<file path="src/rtl/hsr_pkg.sv">
// Shared constants for the flowmeter field-protocol status reporter.
// Assumes one 40 MHz core clock and a synchronous, active-high reset.
package hsr_pkg;
  // ----------------------------------------
  // Clock and timing
  // ----------------------------------------
  localparam int unsigned CLK_HZ = 40_000_000;
  localparam int unsigned POLL_PERIOD_MS = 100;
  localparam int unsigned POLL_CYCLES = POLL_PERIOD_MS * (CLK_HZ / 1000);
  localparam int unsigned LINK_TIMEOUT_MS = 50;
  localparam int unsigned LINK_TIMEOUT_CYCLES = LINK_TIMEOUT_MS * (CLK_HZ / 1000);

  // ----------------------------------------
  // Universal and device-specific command numbers
  // ----------------------------------------
  localparam logic [7:0] CMD_READ_ID = 8'h00;
  localparam logic [7:0] CMD_READ_PV = 8'h01;
  localparam logic [7:0] CMD_READ_DYN = 8'h03;
  localparam logic [7:0] CMD_WRITE_POLL = 8'h06;
  localparam logic [7:0] CMD_READ_VARS = 8'h09;
  localparam logic [7:0] CMD_FIRST_RANGE = 8'h0b;
  localparam logic [7:0] CMD_LAST_RANGE = 8'h16;
  localparam logic [7:0] CMD_RESET_CFG = 8'h26;
  localparam logic [7:0] CMD_MORE_STATUS = 8'h30;
  localparam logic [7:0] CMD_WRITE_MSG = 8'h11;
  localparam logic [7:0] CMD_WRITE_TAG = 8'h12;
  localparam logic [7:0] CMD_WRITE_ASM = 8'h13;
  localparam logic [7:0] CMD_WRITE_LTAG = 8'h16;
  localparam logic [7:0] CMD_DEV_FIRST = 8'h80;
  localparam logic [7:0] CMD_DEV_LAST = 8'hfd;

  // ----------------------------------------
  // Response codes
  // ----------------------------------------
  localparam logic [7:0] RC_OK = 8'h00;
  localparam logic [7:0] RC_BAD_SELECT = 8'h02;
  localparam logic [7:0] RC_NOT_IMPL = 8'h40;

  // ----------------------------------------
  // Device status byte positions
  // ----------------------------------------
  localparam int unsigned DS_PV_RANGE = 0;
  localparam int unsigned DS_PV_SAT = 2;
  localparam int unsigned DS_PV_FIXED = 3;
  localparam int unsigned DS_MORE = 4;
  localparam int unsigned DS_RESET = 5;
  localparam int unsigned DS_CFG_CHG = 6;
  localparam int unsigned DS_MALF = 7;

  // ----------------------------------------
  // Meter error status and derived fields
  // ----------------------------------------
  localparam logic [15:0] MES_USED_MASK = 16'h01ff;
  localparam logic [15:0] MES_MAINT_MASK = 16'h019b;
  localparam logic [15:0] MES_ALERT_MASK = 16'h0064;
  localparam logic [15:0] MES_ERROR_MASK = 16'h018b;
  localparam int unsigned EXT_MAINT = 0;
  localparam int unsigned EXT_ALERT = 1;
  localparam int unsigned B48_COMM_FAIL = 32;
  localparam logic [7:0] VS_GOOD = 8'hc0;
  localparam logic [7:0] VS_BAD = 8'h00;
  localparam logic [7:0] LAST_VAR = 8'h0c;

  // ----------------------------------------
  // Dynamic variable assignment (device variable numbers)
  // ----------------------------------------
  localparam logic [7:0] DV_PRIMARY = 8'h00;
  localparam logic [7:0] DV_SECONDARY = 8'h02;
  localparam logic [7:0] DV_TERTIARY = 8'h03;
  localparam logic [7:0] DV_FOURTH = 8'h04;

  // ----------------------------------------
  // Reset values
  // ----------------------------------------
  localparam logic [7:0] POLL_ADDR_RST = 8'h00;
  localparam logic [15:0] MES_RST = 16'h0000;

  typedef enum logic [2:0] {
    HSR_IDLE = 3'b001,
    HSR_REQ = 3'b010,
    HSR_WAIT = 3'b100
  } hsr_poll_t;
endpackage

</file>
<file path="src/rtl/hsr_reporter.sv">
// Command interpreter and status builder of the field-protocol add-on.
// Assumes framing is done outside; one command arrives per strobe and the
// meter link master performs one register read per request.
`timescale 1ns/1ps
//
// Operation
// - Serve universal 0,1,2,3,6,7,8,9,11-22,38,48 and device-specific only.
// - Command 9 exposes variables 0 to 12 with their classifications.
// - Command 3 maps flow rate and the three totals as dynamic variables.
// - Unsupported device status bits, non-primary range among them, read zero.
// - Status bit 0 follows primary variable beyond sensor limits.
// - Status bit 2 set while loop current would pass 4 or 20 mA.
// - Status bit 3 set with non-zero poll address; loop held at 4 mA.
// - Status bit 4 set on any alarm or failure.
// - Status bit 5 set at power-up and on meter reset.
// - Status bit 6 set on configuration change, cleared by command 38.
// - Status bit 7 set when a failure prevents flow measurement.
// - Meter error word polled periodically; commands 9 and 48 use it.
// - Meter error word bits 0 to 8 meaningful; others read zero.
// - Command 0 reply carries extended status in byte 16.
// - Extended bit 0 set for meter bits 0,1,3,4,7,8.
// - Extended bit 1 set for meter bits 2,5,6.
// - Variable status is c0 for good data, 00 for bad.
// - Command 48 byte 4 bit 0 flags a failed meter link.
// - Reply only to a master request; never transmit unprompted.
module hsr_reporter #(
  parameter int unsigned POLL_CYCLES = hsr_pkg::POLL_CYCLES,
  parameter int unsigned LINK_TIMEOUT_CYCLES = hsr_pkg::LINK_TIMEOUT_CYCLES
) (
  input wire logic core_clk_i,
  input wire logic reset_i,
  input wire logic ce_i,
  input wire logic cmd_valid_i,
  input wire logic [7:0] cmd_num_i,
  input wire logic [7:0] cmd_arg_i,
  input wire logic pv_over_limit_i,
  input wire logic loop_saturated_i,
  input wire logic meter_reset_i,
  input wire logic meter_cfg_changed_i,
  input wire logic link_done_i,
  input wire logic link_ok_i,
  input wire logic [15:0] link_data_i,
  output logic rsp_valid_o,
  output logic [7:0] rsp_code_o,
  output logic [7:0] rsp_dev_status_o,
  output logic [7:0] rsp_ext_status_o,
  output logic [63:0] rsp_data_o,
  output logic link_req_o,
  output logic fixed_current_o,
  output logic [7:0] poll_addr_o,
  output logic [15:0] meter_error_status_o
);
  // ----------------------------------------
  // Helpers
  // ----------------------------------------
  function automatic logic cmd_supported(input logic [7:0] c);
    cmd_supported = (c <= hsr_pkg::CMD_READ_DYN) || (c >= hsr_pkg::CMD_WRITE_POLL && c <= hsr_pkg::CMD_READ_VARS)
      || (c >= hsr_pkg::CMD_FIRST_RANGE && c <= hsr_pkg::CMD_LAST_RANGE)
      || (c == hsr_pkg::CMD_RESET_CFG) || (c == hsr_pkg::CMD_MORE_STATUS)
      || (c >= hsr_pkg::CMD_DEV_FIRST && c <= hsr_pkg::CMD_DEV_LAST);
  endfunction

  function automatic logic [7:0] var_class(input logic [7:0] idx);
    case (idx)
      8'h00, 8'h06: var_class = 8'h42;
      8'h01: var_class = 8'h43;
      8'h05: var_class = 8'h51;
      8'h0c: var_class = 8'h46;
      default: var_class = 8'h44;
    endcase
  endfunction

  function automatic logic cmd_writes_cfg(input logic [7:0] c);
    cmd_writes_cfg = (c == hsr_pkg::CMD_WRITE_POLL) || (c == hsr_pkg::CMD_WRITE_MSG)
      || (c == hsr_pkg::CMD_WRITE_TAG) || (c == hsr_pkg::CMD_WRITE_ASM) || (c == hsr_pkg::CMD_WRITE_LTAG);
  endfunction

  // ----------------------------------------
  // State
  // ----------------------------------------
  hsr_pkg::hsr_poll_t poll_state;
  hsr_pkg::hsr_poll_t next_poll_state;
  logic [31:0] poll_cnt;
  logic [31:0] wait_cnt;
  logic [15:0] meter_error_status;
  logic comm_fail;
  logic [7:0] poll_addr;
  logic reset_flag;
  logic cfg_changed;

  // ----------------------------------------
  // Status mapping
  // ----------------------------------------
  logic [7:0] ext_status;
  logic [63:0] more_status;
  logic any_alarm;
  logic malfunction;

  hsr_status_map u_map (
    .meter_error_status_i(meter_error_status),
    .comm_fail_i(comm_fail),
    .ext_status_o(ext_status),
    .more_status_o(more_status),
    .any_alarm_o(any_alarm),
    .malfunction_o(malfunction)
  );

  // ----------------------------------------
  // Command decode
  // ----------------------------------------
  wire cmd_take = ce_i && cmd_valid_i;
  wire cmd_ok = cmd_supported(cmd_num_i);
  wire cmd_is_vars = cmd_num_i == hsr_pkg::CMD_READ_VARS;
  wire var_bad = cmd_is_vars && (cmd_arg_i > hsr_pkg::LAST_VAR);
  wire cmd_done = cmd_take && cmd_ok && !var_bad;
  wire clr_cfg = cmd_done && (cmd_num_i == hsr_pkg::CMD_RESET_CFG);
  wire set_cfg = meter_cfg_changed_i || (cmd_done && cmd_writes_cfg(cmd_num_i));
  wire poll_write = cmd_done && (cmd_num_i == hsr_pkg::CMD_WRITE_POLL);
  wire [7:0] var_status = malfunction ? hsr_pkg::VS_BAD : hsr_pkg::VS_GOOD;

  logic [7:0] dev_status;
  always_comb begin
    dev_status = 8'h00;
    dev_status[hsr_pkg::DS_PV_RANGE] = pv_over_limit_i;
    dev_status[hsr_pkg::DS_PV_SAT] = loop_saturated_i;
    dev_status[hsr_pkg::DS_PV_FIXED] = poll_addr != 8'h00;
    dev_status[hsr_pkg::DS_MORE] = any_alarm;
    dev_status[hsr_pkg::DS_RESET] = reset_flag;
    dev_status[hsr_pkg::DS_CFG_CHG] = cfg_changed;
    dev_status[hsr_pkg::DS_MALF] = malfunction;
  end

  logic [7:0] next_code;
  logic [63:0] next_data;
  always_comb begin
    next_code = hsr_pkg::RC_OK;
    next_data = 64'h0;
    if (!cmd_ok) begin
      next_code = hsr_pkg::RC_NOT_IMPL;
    end else if (var_bad) begin
      next_code = hsr_pkg::RC_BAD_SELECT;
    end else begin
      case (cmd_num_i)
        hsr_pkg::CMD_READ_PV: begin
          next_data[7:0] = hsr_pkg::DV_PRIMARY;
        end
        hsr_pkg::CMD_READ_DYN: begin
          next_data[31:0] = {hsr_pkg::DV_FOURTH, hsr_pkg::DV_TERTIARY,
                             hsr_pkg::DV_SECONDARY, hsr_pkg::DV_PRIMARY};
        end
        hsr_pkg::CMD_WRITE_POLL: begin
          next_data[7:0] = cmd_arg_i;
        end
        hsr_pkg::CMD_READ_VARS: begin
          next_data[23:0] = {var_status, var_class(cmd_arg_i), cmd_arg_i};
        end
        hsr_pkg::CMD_MORE_STATUS: begin
          next_data = more_status;
        end
        default: begin
          next_data = 64'h0;
        end
      endcase
    end
  end

  // ----------------------------------------
  // Reply registers
  // ----------------------------------------
  // Reply only ever follows a taken command, one cycle later
  always_ff @(posedge core_clk_i) begin
    if (reset_i) begin
      rsp_valid_o <= 1'b0;
      rsp_code_o <= hsr_pkg::RC_OK;
      rsp_data_o <= 64'h0;
      rsp_ext_status_o <= 8'h00;
    end else if (ce_i) begin
      rsp_valid_o <= cmd_valid_i;
      if (cmd_valid_i) begin
        rsp_code_o <= next_code;
        rsp_data_o <= next_data;
        rsp_ext_status_o <= ext_status;
      end
    end
  end

  always_ff @(posedge core_clk_i) begin
    if (reset_i) begin
      rsp_dev_status_o <= 8'h00;
    end else if (ce_i) begin
      rsp_dev_status_o <= dev_status;
    end
  end

  // ----------------------------------------
  // Sticky flags and poll address
  // ----------------------------------------
  // Reset flag is cleared once it has gone out in a successful reply; a new reset wins
  always_ff @(posedge core_clk_i) begin
    if (reset_i) begin
      reset_flag <= 1'b1;
      cfg_changed <= 1'b0;
    end else if (ce_i) begin
      if (meter_reset_i) begin
        reset_flag <= 1'b1;
      end else if (cmd_done) begin
        reset_flag <= 1'b0;
      end
      if (set_cfg) begin
        cfg_changed <= 1'b1;
      end else if (clr_cfg) begin
        cfg_changed <= 1'b0;
      end
    end
  end

  always_ff @(posedge core_clk_i) begin
    if (reset_i) begin
      poll_addr <= hsr_pkg::POLL_ADDR_RST;
      poll_addr_o <= hsr_pkg::POLL_ADDR_RST;
      fixed_current_o <= 1'b0;
    end else if (ce_i) begin
      if (poll_write) begin
        poll_addr <= cmd_arg_i;
      end
      poll_addr_o <= poll_addr;
      fixed_current_o <= poll_addr != 8'h00;
    end
  end

  // ----------------------------------------
  // Meter link poller
  // ----------------------------------------
  wire poll_due = poll_cnt >= POLL_CYCLES - 1;
  wire wait_over = wait_cnt >= LINK_TIMEOUT_CYCLES - 1;

  always_comb begin
    case (poll_state)
      hsr_pkg::HSR_IDLE: next_poll_state = poll_due ? hsr_pkg::HSR_REQ : hsr_pkg::HSR_IDLE;
      hsr_pkg::HSR_REQ: next_poll_state = hsr_pkg::HSR_WAIT;
      hsr_pkg::HSR_WAIT: next_poll_state = (link_done_i || wait_over) ? hsr_pkg::HSR_IDLE : hsr_pkg::HSR_WAIT;
      default: next_poll_state = hsr_pkg::HSR_IDLE;
    endcase
  end

  always_ff @(posedge core_clk_i) begin
    if (reset_i) begin
      poll_state <= hsr_pkg::HSR_IDLE;
      poll_cnt <= 32'h0;
      wait_cnt <= 32'h0;
      link_req_o <= 1'b0;
    end else if (ce_i) begin
      poll_state <= next_poll_state;
      poll_cnt <= (poll_state == hsr_pkg::HSR_IDLE && !poll_due) ? poll_cnt + 32'h1 : 32'h0;
      wait_cnt <= (poll_state == hsr_pkg::HSR_WAIT) ? wait_cnt + 32'h1 : 32'h0;
      link_req_o <= next_poll_state == hsr_pkg::HSR_REQ;
    end
  end

  // Failed or silent link keeps the last word but flags the failure
  always_ff @(posedge core_clk_i) begin
    if (reset_i) begin
      meter_error_status <= hsr_pkg::MES_RST;
      meter_error_status_o <= hsr_pkg::MES_RST;
      comm_fail <= 1'b0;
    end else if (ce_i) begin
      if (poll_state == hsr_pkg::HSR_WAIT && link_done_i) begin
        comm_fail <= !link_ok_i;
        if (link_ok_i) begin
          meter_error_status <= link_data_i & hsr_pkg::MES_USED_MASK;
        end
      end else if (poll_state == hsr_pkg::HSR_WAIT && wait_over) begin
        comm_fail <= 1'b1;
      end
      meter_error_status_o <= meter_error_status;
    end
  end
endmodule

</file>
<file path="src/rtl/hsr_status_map.sv">
// Maps the polled meter error word onto reported status fields.
// Purely combinational; the caller registers every result.
`timescale 1ns/1ps
module hsr_status_map (
  input wire logic [15:0] meter_error_status_i,
  input wire logic comm_fail_i,
  output logic [7:0] ext_status_o,
  output logic [63:0] more_status_o,
  output logic any_alarm_o,
  output logic malfunction_o
);
  // ----------------------------------------
  // Decode
  // ----------------------------------------
  wire [15:0] used = meter_error_status_i & hsr_pkg::MES_USED_MASK;
  wire maint = |(used & hsr_pkg::MES_MAINT_MASK);
  wire alert = |(used & hsr_pkg::MES_ALERT_MASK);

  always_comb begin
    ext_status_o = 8'h00;
    ext_status_o[hsr_pkg::EXT_MAINT] = maint;
    ext_status_o[hsr_pkg::EXT_ALERT] = alert;
    more_status_o = 64'h0;
    more_status_o[15:0] = used;
    more_status_o[hsr_pkg::B48_COMM_FAIL] = comm_fail_i;
  end

  // Lost link counts as a failure: the meter values are stale
  assign any_alarm_o = (|used) | comm_fail_i;
  assign malfunction_o = (|(used & hsr_pkg::MES_ERROR_MASK)) | comm_fail_i;
endmodule

</file>
<file path="config.mk">
export PLATFORM = sky130hd
export DESIGN_NAME = hsr_reporter
export DESIGN_NICKNAME = d
export VERILOG_FILES = /design/src/rtl/hsr_pkg.sv /design/src/rtl/hsr_reporter.sv /design/src/rtl/hsr_status_map.sv
export SDC_FILE = /design/constraint.sdc
export NUM_CORES = 1
export LEC_CHECK = 0
export BUFFER_PORTS_ARGS = -buffer_cell sky130_fd_sc_hd__buf_2
export CORE_MARGIN = 5
export CORE_UTILIZATION = 45
export CTS_BUF_LIST = sky130_fd_sc_hd__clkbuf_8
export DETAILED_ROUTE_END_ITERATION = 16
export PLACE_DENSITY = 0.69
export SETUP_SLACK_MARGIN = 0.2
export SLEW_MARGIN = 20
export SYNTH_ARGS = -nofsm -noshare
export SYNTH_HDL_FRONTEND = slang
export SYNTH_SLANG_ARGS = --single-unit
export TNS_END_PERCENT = 50
</file>
<file path="constraint.sdc">
create_clock -name core_clk_i -period 3.8 [get_ports core_clk_i]
set_input_delay 0.76 -clock core_clk_i [delete_from_list [all_inputs] [get_ports core_clk_i]]
set_output_delay 0.76 -clock core_clk_i [all_outputs]
set_load 0.02 [all_outputs]
</file>
-- After elaboration in Yosys (flattened, before gate mapping)
Index checks and enable logic that the tools add are counted.
- $add $sub $neg: 2
- reduce and logical (&&, ||, !) cells: 44
- muxes and demuxes: 21
- magnitude comparators: 10
- bitwise logic cells: 2
- equality and inequality tests: 17
- operator list (cell ; number):
    33-bit 2-to-1 mux ; 2
    32-bit by 1-bit adder with 32-bit output, second input constant ; 2
    32-bit 2-to-1 mux ; 2
    16-bit one-hot mux with 3 select lines ; 1
    8-bit by 5-bit == test with 1-bit output, second input constant ; 4
    32-bit by 21-bit >= comparator with 1-bit output, second input constant ; 1
    32-bit by 22-bit >= comparator with 1-bit output, second input constant ; 1
    8-bit by 3-bit == test with 1-bit output, second input constant ; 3
    5-bit one-hot mux with 4 select lines ; 1
    8-bit by 4-bit == test with 1-bit output, second input constant ; 2
    8-bit by 6-bit == test with 1-bit output, second input constant ; 2
    8-bit one-hot mux with 2 select lines ; 1
    1-bit logical AND ; 13
    1-bit logical OR ; 11
    2-bit AND reduction ; 5
    3-bit one-hot mux with 3 select lines ; 1
    9-bit OR reduction ; 1
    8-bit by 1-bit == test with 1-bit output, second input constant ; 1
    8-bit by 2-bit == test with 1-bit output, second input constant ; 1
    8-bit by 3-bit >= comparator with 1-bit output, second input constant ; 1
    8-bit by 4-bit >= comparator with 1-bit output, second input constant ; 1
    8-bit >= comparator, second input constant ; 1
    8-bit by 4-bit greater-than comparator with 1-bit output, second input constant ; 1
    8-bit by 2-bit <= comparator with 1-bit output, second input constant ; 1
    other kinds (21) ; 36
- register bits after elaboration: 188
- input bits: 42

-- Longest topological paths before layout
Gate-level depths: netlist of run 1.
- depth after elaboration: 13
- depth in mapped cells: 8
- depth with buffers taken out: 6

-- Hierarchy
Synthesis of run 1 repeated with hierarchy kept, for this count alone.
- cell total of the unflattened synthesis: 937
- area total of the unflattened synthesis: 8275.4 µm²
- by module, submodules not included (module ; area an instance (µm²) ; cells each ; sequential area each (µm²) ; times used):
    hsr_reporter ; 7683.6 ; 856 ; 3743.6 ; 1
    hsr_status_map ; 591.8 ; 81 ; 0.0 ; 1

-- Worst setup path after synthesis of run 1
No wires, ideal clock.
- kind: in2reg
- start point: input port cmd_num_i[2]
- end point: register rsp_data_o[7]
- library setup time: 0.122 ns
- required time: 3.678 ns
- path slack: 1.318 ns
- arrival: 2.360 ns
- stages on the path: 6
- path buffers: 1
- cells stage by stage: buf_2 > or4bb_1 > nor2_1 > a21o_2 > a2111oi_4 > a221o_1
- word-level cells in the longest chain between the ends: 8
- ends and longest elaborated chain (what ; RTL line ; source):
    from (decl) ; hsr_reporter.sv:34 ; input wire logic [7:0] cmd_num_i,
    8-bit by 3-bit >= comparator with 1-bit output / 8-bit by 4-bit <= comparator with 1-bit output (equally long branches) ; hsr_reporter.sv:57 ; cmd_supported = (c <= hsr_pkg::CMD_READ_DYN) || (c >= hsr_pkg::CMD_WRITE_POLL && c <= hsr_pkg::CMD_READ_VARS)
    1-bit logical AND ; hsr_reporter.sv:57 ;
    1-bit logical OR ; hsr_reporter.sv:57 ;
    1-bit logical OR ; hsr_reporter.sv:58 ; || (c >= hsr_pkg::CMD_FIRST_RANGE && c <= hsr_pkg::CMD_LAST_RANGE)
    1-bit logical OR (2 in series) ; hsr_reporter.sv:59 ; || (c == hsr_pkg::CMD_RESET_CFG) || (c == hsr_pkg::CMD_MORE_STATUS)
    1-bit logical OR ; hsr_reporter.sv:60 ; || (c >= hsr_pkg::CMD_DEV_FIRST && c <= hsr_pkg::CMD_DEV_LAST);
    33-bit 2-to-1 mux * ; hsr_reporter.sv:138 ; if (!cmd_ok) begin
    to (signal assigned) ; hsr_reporter.sv:181 ; rsp_data_o <= next_data;
    to (decl) ; hsr_reporter.sv:47 ; output logic [63:0] rsp_data_o,
Every way passes the cells marked *; elsewhere a longest branch is shown, timed or not.
A chain may end at the register's enable or synchronous reset.

-- Worst setup path in the final report of run 1
- start point: input port ce_i
- end point: register rsp_data_o[0]
- word-level cells in the longest chain between the ends: 1
- ends and longest elaborated chain (what ; RTL line ; source):
    from (decl) ; hsr_reporter.sv:32 ; input wire logic ce_i,
    2-bit AND reduction (no line) ; n/a ;
No other way between the ends.

==> impl_table.tex, run 1 <==
\begin{tabular}{lr}
\hline
Metric & Value \\
\hline
\multicolumn{2}{l}{\textbf{Global routing}} \\
\quad Global routing usage summed across all routing layers & 0.1667 \\
\quad Number of global-route vias before repair & 4727 \\
\quad Largest net degree at the start of global routing & 38 \\
\quad Overall overflow remaining after global route & 0 \\
\quad Antenna violations before repair & 1 \\
\quad First-pass GRT wire length & 22600 um \\
\multicolumn{2}{l}{\textbf{Floorplanning}} \\
\quad I/O Pins & around 160 \\
\quad Initial core utilization & 0.4593 \\
\quad DIE HEIGHT & 129.0 um \\
\quad Cell row count & 43 \\
\quad Horizontal die dimension & 129.0 um \\
\quad Die footprint & between 15000 and 20000 um2 \\
\quad Core ar. & 13880 um2 \\
\multicolumn{2}{l}{\textbf{Critical path}} \\
\quad Crit-path cells & buf\_2 -> buf\_4 -> nand2\_1 -> buf\_4 -> a21o\_2 -> a2111oi\_4 -> a221o\_1 \\
\quad Crit start category & primary input \\
\quad Crit path max fanout & 27 \\
\quad Category of the critical setup timing path & in2reg \\
\quad Setup crit end kind & register \\
\quad Top cell by count, worst path & sky130\_fd\_sc\_hd\_\_buf\_4 \\
\quad Crit path max-delay cell type & sky130\_fd\_sc\_hd\_\_buf\_4 \\
\quad Crit path max-delay family & buffers and inverters \\
\quad Worst path bufs/invs & 3 \\
\quad Data required time of the critical path & 4.18 ns \\
\quad Critical Path Max Stage Delay & $\sim$0.46 ns \\
\quad Critical path data arrival time & 2.77 ns \\
\multicolumn{2}{l}{\textbf{Yosys}} \\
\quad Number of enable-type register cells in the synthesized netlist & 0 \\
\quad Post-synthesis sequential element count & 134 \\
\quad Area leader, netlist & sky130\_fd\_sc\_hd\_\_dfxtp\_1 \\
\quad Avg Inst Size Synth & 8.626 um2 \\
\quad Yosys warnings & 0 \\
\quad Top-area cell type share of the netlist area & 0.4208 \\
\quad Ys flop type & sky130\_fd\_sc\_hd\_\_dfxtp\_1 \\
\quad Post-Synthesis Cells & 739 \\
\quad Sequential cell area fraction in the yosys report & 0.4208 \\
\quad Post-synthesis instance area & 6375 um2 \\
\quad Cell types occupying the most area after synthesis & sky130\_fd\_sc\_hd\_\_dfxtp\_1, sky130\_fd\_sc\_hd\_\_buf\_4, sky130\_fd\_sc\_hd\_\_nor2\_1, sky130\_fd\_sc\_hd\_\_mux2i\_1, sky130\_fd\_sc\_hd\_\_xnor2\_1 \\
\quad Ys async rst share & 0 \\
\quad Synth cell types & 62 \\
\multicolumn{2}{l}{\textbf{Cells and area}} \\
\quad Share of final-layout standard cells stronger than drive strength 1 & 0.1634 \\
\quad Final instance count without filler cells & 1006 \\
\quad Number of antenna cells inserted & 0 \\
\quad Fillers & about 1400 \\
\quad Commonest non-fill, non-tap cells in the layout & sky130\_fd\_sc\_hd\_\_dfxtp\_1, sky130\_fd\_sc\_hd\_\_nor2\_1, sky130\_fd\_sc\_hd\_\_buf\_2 \\
\quad Layout-stage area growth over the synthesis result & 11.11\% \\
\quad Post-route design area & 7083 um2 \\
\quad Most common cell after layout, fill and taps aside & sky130\_fd\_sc\_hd\_\_dfxtp\_1 \\
\quad Layout Nets & 857 \\
\multicolumn{2}{l}{\textbf{Status}} \\
\quad Run status & finished clean \\
\multicolumn{2}{l}{\textbf{STA}} \\
\quad Worst slack on hold paths & 0.4433 ns \\
\quad Rel. slew slack & 0.5649 \\
\quad Setup repair after global routing missed its margin & no \\
\quad Sum of negative setup slack & 0 ns \\
\quad Clock Skews & between 0.009 and 0.01 ns \\
\quad Shortest clock period the worst path allows after layout & 2.396 ns \\
\quad Maximum clock frequency & 417.4 MHz \\
\quad Number of setup violations in the final report & 0 \\
\quad Share of the cycle needed by the critical path after routing & 0.6305 \\
\quad Transition time at the pin with the least slew margin & $\sim$0.65 ns \\
\quad Total count of hold-check failures in the final report & 0 \\
\quad Final-report max-slew violation count & 0 \\
\multicolumn{2}{l}{\textbf{Clock network}} \\
\quad Buffers inserted during post-CTS setup optimization & 0 \\
\quad Deepest clock path buffer count & 2 \\
\quad Post\_cts resized & 0 \\
\quad Hold bufs inserted after CTS & 0 \\
\quad H-tree depth reported by CTS & 4 \\
\quad Number of sinks driven by the clock tree & 134 \\
\quad Worst-Skew Late Latency & roughly 0.43 ns \\
\quad Clock-pin slew of the registers on the worst-case setup and hold paths & 0.07 ns \\
\quad CTS Root Buffer Type & sky130\_fd\_sc\_hd\_\_clkbuf\_8 \\
\quad Clock tree from TritonCTS & built \\
\quad Number of CTS-inserted buffers & 17 \\
\multicolumn{2}{l}{\textbf{Power}} \\
\quad Net Sw Frac & 0.2492 \\
\quad Switching power summed over all nets & $\sim$690 uW \\
\quad Cell internal power dissipation & 2094 uW \\
\quad Ratio of total power to cell area & 393.8 nW/um2 \\
\quad Peak VDD IR & 0.0002933 V \\
\quad Proportion of power drawn by flip-flops and latches & 0.509 \\
\quad Part of the total power dissipated in the clock network & 0.420 \\
\quad Portion of total power attributed to combinational logic & 0.071 \\
\quad Total power consumption of the routed design & 2789 uW \\
\quad Static power due to leakage & 0.002838 uW \\
\multicolumn{2}{l}{\textbf{Drt}} \\
\quad Violation count after the first detailed-routing iteration & 222 \\
\quad Vias after detailed routing & around 5000 \\
\quad Routed WL & between 10000 and 15000 um \\
\quad Average detailed-routed wire length per instance & 13.67 um \\
\quad Post-detailed-route via-to-cell ratio & 5.062 \\
\quad Pre-antenna DRT Iters & 5 \\
\quad Number of DRC violations after detailed routing & 0 \\
\quad Final ANT Viol Nets & 0 \\
\multicolumn{2}{l}{\textbf{Min path}} \\
\quad Min-delay worst type & reg2reg \\
\multicolumn{2}{l}{\textbf{Placement}} \\
\quad Post-place instance area & 6680 um2 \\
\quad Post-DP HPWL & $\sim$10000 um \\
\quad Port Buffers & 84 \\
\quad Global placement routability congestion & 0.8109 \\
\quad DP Cell Count & 974 \\
\multicolumn{2}{l}{\textbf{Run}} \\
\quad Number of violations of the max-capacitance limit & 0 \\
\hline
\end{tabular}
-- worst paths after layout --
| path | start | to | slack [ns] | cells after the start |
|---|---|---|---|---|
| worst min-delay path | rsp_data_o[14] | rsp_data_o[14] | 0.44 | 2 |
| worst max-delay path | ce_i | rsp_data_o[0] | 1.40 | 7 |
| worst max register to register | wait_cnt[0] | wait_cnt[28] | 1.57 | 6 |
| worst min register to register | rsp_data_o[14] | rsp_data_o[14] | 0.44 | 2 |
-- layer usage --
| metal | routed length (um) | GRT usage |
|---|---|---|
| met2 | 6213 | 0.2591 |
| met1 | 6275 | 0.2138 |
| met5 | 7 | 0 |
| met3 | 1042 | 0.06224 |
| met4 | 212 | 0.05744 |
-- per-stage QoR --
stage	util	setup slack (ns)
global route	0.5103	1.212
detailed placement	0.4813	0.9721
floorplan	-	1.318
CTS	0.5103	1.439
global placement	0.4813	0.9835
finish	0.5103	1.404
-- cell families (layout without fill, tap and decap cells) --
group	after synthesis	after routing	share of synthesized area
simple gates	311	311	0.2442
flops	134	134	0.4208
buf+inv	117	140	0.1097
compound gates	94	94	0.1046
xor+xnor	48	48	0.06595
mux	32	32	0.05025
fa+ha+maj	2	2	0.003925
other cells	1	65	0.0005882
-- layout make-up --
type	instances	area, um2	area share
Tap cell	180	225.2	0.03180
Clock inverter	12	127.6	0.01802
Clock buffer	20	275.3	0.03886
Inverter	18	67.56	0.009539
Multi-Input combinational cell	552	3239	0.4573
Sequential cell	134	2683	0.3787
Timing Repair Buffer	90	465.4	0.06571
-- cell usage after synthesis, types with 2 or more instances --
cell and n:
sky130_fd_sc_hd__a211oi_1 2, sky130_fd_sc_hd__a21o_1 3, sky130_fd_sc_hd__a21oi_1 25, sky130_fd_sc_hd__a221o_1 6, sky130_fd_sc_hd__a222oi_1 3, sky130_fd_sc_hd__a22oi_1 2, sky130_fd_sc_hd__a311oi_1 2, sky130_fd_sc_hd__a31oi_1 6
sky130_fd_sc_hd__a41oi_1 2, sky130_fd_sc_hd__and2_1 3, sky130_fd_sc_hd__and3_1 15, sky130_fd_sc_hd__and4_1 11, sky130_fd_sc_hd__buf_1 5, sky130_fd_sc_hd__buf_2 4, sky130_fd_sc_hd__buf_4 68, sky130_fd_sc_hd__clkbuf_1 22
sky130_fd_sc_hd__dfxtp_1 134, sky130_fd_sc_hd__ha_1 2, sky130_fd_sc_hd__inv_1 17, sky130_fd_sc_hd__mux2i_1 32, sky130_fd_sc_hd__nand2_1 55, sky130_fd_sc_hd__nand2b_1 2, sky130_fd_sc_hd__nand3_1 20, sky130_fd_sc_hd__nand4_1 21
sky130_fd_sc_hd__nor2_1 110, sky130_fd_sc_hd__nor2b_1 5, sky130_fd_sc_hd__nor3_1 21, sky130_fd_sc_hd__nor4_1 24, sky130_fd_sc_hd__o211ai_1 2, sky130_fd_sc_hd__o21ai_0 22, sky130_fd_sc_hd__o21bai_1 2, sky130_fd_sc_hd__o31ai_1 4
sky130_fd_sc_hd__or3_1 11, sky130_fd_sc_hd__or4_4 2, sky130_fd_sc_hd__xnor2_1 35, sky130_fd_sc_hd__xor2_1 13
-- power by group through the flow --
stage	combinational [uW]	clock (uW)	sequential, uW
2_1_floorplan	187	0	1460
3_3_place_gp	195	0	1450
3_5_place_dp	196	0	1450
4_1_cts	196	1200	1420
5_1_grt	215	1270	1420
6_report	198	1170	1420
-- registers in the layout, summed over array words and instances, names as in the netlist --
name                  cells
poll_cnt                 32
wait_cnt                 32
rsp_data_o               17
meter_error_status        9
meter_error_status_o      9
poll_addr                 8
poll_addr_o               8
rsp_dev_status_o          7
poll_state                3
rsp_code_o                2
rsp_ext_status_o          2
cfg_changed               1
comm_fail                 1
link_req_o                1
reset_flag                1
rsp_valid_o               1
-- worst min-delay path, stage by stage, from the launching register on --
cell	delay [ns]
sky130_fd_sc_hd__dfxtp_1	0.31
sky130_fd_sc_hd__nand2_1	0.05
sky130_fd_sc_hd__nand2_1	0.04
No activity file was read; power rests on OpenSTA's default activity.
==> run 2: changes to the inputs <==
--- a/config.mk
+++ b/config.mk
@@ -5,12 +5,13 @@
 export SDC_FILE = /design/constraint.sdc
 export NUM_CORES = 1
 export LEC_CHECK = 0
+export ABC_AREA = 1
 export BUFFER_PORTS_ARGS = -buffer_cell sky130_fd_sc_hd__buf_2
 export CORE_MARGIN = 5
 export CORE_UTILIZATION = 45
 export CTS_BUF_LIST = sky130_fd_sc_hd__clkbuf_8
 export DETAILED_ROUTE_END_ITERATION = 16
-export PLACE_DENSITY = 0.69
+export PLACE_DENSITY = 0.71
 export SETUP_SLACK_MARGIN = 0.2
 export SLEW_MARGIN = 20
 export SYNTH_ARGS = -nofsm -noshare
==> constraint.sdc (replaced) <==
create_clock -name core_clk_i -period 1.9 [get_ports core_clk_i]
set_input_delay 0.38 -clock core_clk_i [delete_from_list [all_inputs] [get_ports core_clk_i]]
set_output_delay 0.38 -clock core_clk_i [all_outputs]
set_load 0.02 [all_outputs]
==> impl_table.tex, run 2 <==
\begin{tabular}{lr}
\hline
Metric & Value \\
\hline
\multicolumn{2}{l}{\textbf{Status}} \\
\quad Run status & finished clean \\
\multicolumn{2}{l}{\textbf{Drt}} \\
\quad Vias after detailed routing & 6591 (+29\%) \\
\quad Violation count after the first detailed-routing iteration & 360 (+62\%) \\
\quad Post-detailed-route via-to-cell ratio & 5.035 (-0.52\%) \\
\quad Number of DRC violations after detailed routing & 0 (unchanged) \\
\quad Final ANT Viol Nets & 0 (unchanged) \\
\quad Average detailed-routed wire length per instance & 13.41 um (-1.9\%) \\
\quad Routed WL & 17550 um (+28\%) \\
\quad Pre-antenna DRT Iters & 5 (unchanged) \\
\multicolumn{2}{l}{\textbf{Placement}} \\
\quad DP Worst Slack & 0.04834 ns (-0.9237 ns) \\
\quad Global placement routability congestion & 0.9222 (+14\%) \\
\quad Port Buffers & 84 (unchanged) \\
\quad DP Cell Count & 1271 (+30\%) \\
\quad Post-DP HPWL & 12980 um (+30\%) \\
\multicolumn{2}{l}{\textbf{Floorplanning}} \\
\quad Cell row count & 45 (+4.7\%) \\
\quad Die footprint & 18070 um2 (+8.6\%) \\
\quad DIE HEIGHT & 134.4 um (+4.2\%) \\
\quad I/O Pins & 157 (unchanged) \\
\quad Horizontal die dimension & 134.4 um (+4.2\%) \\
\quad Initial core utilization & 0.4584 (-0.0009033) \\
\quad Core ar. & 15200 um2 (+9.5\%) \\
\multicolumn{2}{l}{\textbf{Clock network}} \\
\quad Clock tree from TritonCTS & built \\
\quad Number of CTS-inserted buffers & 17 (unchanged) \\
\quad Hold bufs inserted after CTS & 0 (unchanged) \\
\quad Clock-pin slew of the registers on the worst-case setup and hold paths & 0.08 ns (about the same) \\
\quad CTS Root Buffer Type & sky130\_fd\_sc\_hd\_\_clkbuf\_8 \\
\quad Deepest clock path buffer count & 2 (unchanged) \\
\quad H-tree depth reported by CTS & 4 (unchanged) \\
\quad Worst-Skew Late Latency & 0.45 ns (+0.02 ns) \\
\quad Number of sinks driven by the clock tree & 134 (unchanged) \\
\multicolumn{2}{l}{\textbf{Critical path}} \\
\quad Flop-to-flop setup slack & 0.26 ns (-1.31 ns) \\
\quad End of the worst register-to-register path & wait\_cnt[15] \\
\quad Crit start category & register \\
\quad Crit path max fanout & 5 (-81\%) \\
\quad Worst setup path startpoint & wait\_cnt[10] \\
\quad Critical path data arrival time & 2.01 ns (-0.76 ns) \\
\quad Setup crit end kind & register \\
\quad Depth of the worst register-to-register path & 7 (+1) \\
\quad Termination of the worst setup path & wait\_cnt[15] \\
\quad Data required time of the critical path & 2.27 ns (-1.91 ns) \\
\quad Worst reg2reg startpoint & wait\_cnt[10] \\
\quad Category of the critical setup timing path & reg2reg \\
\multicolumn{2}{l}{\textbf{Global routing}} \\
\quad Largest net degree at the start of global routing & 74 (+95\%) \\
\quad Global routing usage summed across all routing layers & 0.1896 (+0.02296) \\
\quad Number of global-route vias before repair & 5900 (+25\%) \\
\quad Overall overflow remaining after global route & 0 (unchanged) \\
\quad First-pass GRT wire length & 28040 um (+24\%) \\
\quad Antenna violations before repair & 0 (-1) \\
\multicolumn{2}{l}{\textbf{Yosys}} \\
\quad Cell types occupying the most area after synthesis & sky130\_fd\_sc\_hd\_\_dfxtp\_1, sky130\_fd\_sc\_hd\_\_nand2\_1, sky130\_fd\_sc\_hd\_\_buf\_4, sky130\_fd\_sc\_hd\_\_a21oi\_1, sky130\_fd\_sc\_hd\_\_nor2\_1 \\
\quad Ys flop type & sky130\_fd\_sc\_hd\_\_dfxtp\_1 \\
\quad Number of enable-type register cells in the synthesized netlist & 0 (unchanged) \\
\quad Top-area cell type share of the netlist area & 0.3850 (-0.03582) \\
\quad Area leader, netlist & sky130\_fd\_sc\_hd\_\_dfxtp\_1 \\
\quad Dominant cell by count in the synthesized netlist & sky130\_fd\_sc\_hd\_\_nand2\_1 \\
\quad Post-synthesis instance area & 6968 um2 (+9.3\%) \\
\quad Post-synthesis sequential element count & 134 (unchanged) \\
\quad Avg Inst Size Synth & 6.899 um2 (-20\%) \\
\quad Most used standard cells in the synthesized netlist & sky130\_fd\_sc\_hd\_\_nand2\_1, sky130\_fd\_sc\_hd\_\_dfxtp\_1, sky130\_fd\_sc\_hd\_\_nor2\_1 \\
\quad Post-Synthesis Cells & 1010 (+37\%) \\
\quad Synth cell types & 45 (-27\%) \\
\quad Sequential cell area fraction in the yosys report & 0.3850 (-0.03582) \\
\quad Yosys warnings & 0 (unchanged) \\
\quad Ys async rst share & 0 (unchanged) \\
\multicolumn{2}{l}{\textbf{Min path}} \\
\quad Min-delay worst type & in2reg \\
\quad Hold depth & 3 (+1) \\
\multicolumn{2}{l}{\textbf{STA}} \\
\quad Number of setup violations in the final report & 0 (unchanged) \\
\quad Total count of hold-check failures in the final report & 0 (unchanged) \\
\quad Setup repair after global routing missed its margin & yes \\
\quad Shortest clock period the worst path allows after layout & around 1.6 ns \\
\quad Maximum clock frequency & 609.6 MHz \\
\quad Share of the cycle needed by the critical path after routing & 0.8634 \\
\quad Final-report max-slew violation count & 0 (unchanged) \\
\quad Post-route setup slack & 0.2596 ns (-1.144 ns) \\
\quad Clock Skews & 0.01494 ns (+0.005313 ns) \\
\quad Sum of negative setup slack & 0 ns (unchanged) \\
\multicolumn{2}{l}{\textbf{Cells and area}} \\
\quad Commonest non-fill, non-tap cells in the layout & sky130\_fd\_sc\_hd\_\_nand2\_1, sky130\_fd\_sc\_hd\_\_dfxtp\_1, sky130\_fd\_sc\_hd\_\_nor2\_1 \\
\quad Layout-stage area growth over the synthesis result & 15.68\% \\
\quad Top flop regs & poll\_cnt: 32 flops, wait\_cnt: 32 flops, rsp\_data\_o: 17 flops \\
\quad Share of final-layout standard cells stronger than drive strength 1 & 0.1873 (+0.02389) \\
\quad Number of antenna cells inserted & 0 (unchanged) \\
\quad Final instance count without filler cells & 1309 (+30\%) \\
\quad Most common cell after layout, fill and taps aside & sky130\_fd\_sc\_hd\_\_nand2\_1 \\
\quad Layout Nets & 1152 (+34\%) \\
\multicolumn{2}{l}{\textbf{Power}} \\
\quad Total power consumption of the routed design & 5831 uW (+110\%) \\
\quad Ratio of total power to cell area & 723.4 nW/um2 (+84\%) \\
\quad Peak VDD IR & 0.0006270 V (+110\%) \\
\quad Static power due to leakage & 0.003309 uW (+17\%) \\
\multicolumn{2}{l}{\textbf{Run}} \\
\quad Number of violations of the max-capacitance limit & 0 (unchanged) \\
\hline
\end{tabular}
[run 2: cell count changes after synthesis, sizes merged, moves of 20 or more]
| cell | previous run | this run |
|---|---|---|
| inv | 17 | 99 |
| mux2i | 32 | 0 |
| a21oi | 25 | 88 |
| o21ai | 22 | 57 |
| nor3 | 22 | 57 |
| nand3 | 20 | 63 |
| nand2 | 55 | 209 |
| nor4 | 25 | 5 |
| xnor2 | 35 | 1 |
[run 2: kinds of logic after synthesis]
kind of cell / count (synthesis) / share of synthesized area
flops: 134 / 0.3850
other cells: 1 / 0.0005382
buf+inv: 205 / 0.1498
xor+xnor: 11 / 0.01383
compound gates: 158 / 0.1178
simple gates: 499 / 0.3295
fa+ha+maj: 2 / 0.003591
[run 2: worst min-delay path by stage]
stage                      from                  end
6_report       loop_saturated_i  rsp_dev_status_o[2]
5_1_grt        loop_saturated_i  rsp_dev_status_o[2]
4_1_cts        loop_saturated_i  rsp_dev_status_o[2]
3_5_place_dp       poll_cnt[31]         poll_cnt[31]
3_3_place_gp       poll_cnt[30]         poll_cnt[30]
2_1_floorplan      poll_cnt[24]         poll_cnt[24]
[run 2: routing by layer]
metal,global-route usage,part of all wire
met3,0.04539,0.055
met4,0.06278,0.021
met1,0.2470,0.45
met2,0.3098,0.47
met5,0,0
[run 2: area by class of cell]
| class | count | area, um2 |
|---|---|---|
| clock buffer | 18 | 247.7 |
| clock inverter | 14 | 150.1 |
| inverter | 103 | 386.6 |
| fill | 1516 | 7142 |
| multi-input combinational | 735 | 3636 |
| sequential | 134 | 2690 |
| tap | 188 | 235.2 |
| timing repair buffer | 117 | 714.4 |
[run 2: worst max-delay path: stages (launching register included)]
cell	delay (ns)
sky130_fd_sc_hd__dfxtp_1	0.37
sky130_fd_sc_hd__clkinv_1	0.16
sky130_fd_sc_hd__nor3_1	0.36
sky130_fd_sc_hd__nand2_1	0.14
sky130_fd_sc_hd__nor2_2	0.17
sky130_fd_sc_hd__xor2_1	0.16
sky130_fd_sc_hd__nand3_1	0.08
sky130_fd_sc_hd__a21oi_1	0.13
[run 2: power by group]
part | total [uW] | switching [uW] | internal, uW
Clock | 2400 | 1180 | 1210
Combinational | 560 | 408 | 151
Sequential | 2880 | 26.3 | 2850
[run 2: stage by stage]
stage          area (um2)  hold WS (ns)  utilization
6_report             8060        0.1607       0.5302
5_1_grt              8060        0.1368       0.5302
4_1_cts              7858        0.1464       0.5169
3_3_place_gp         7435        0.4232       0.4891
3_5_place_dp         7435        0.4297       0.4891
2_1_floorplan        7208        0.4143            -
[run 2: repair_timing]
action | in CTS | in global routing
pin swaps | 0 | 5
setup endpoints to repair | 23 | 41
gates resized for setup | 6 | 32
buffers inserted | 0 | 4
gates cloned | 0 | 2
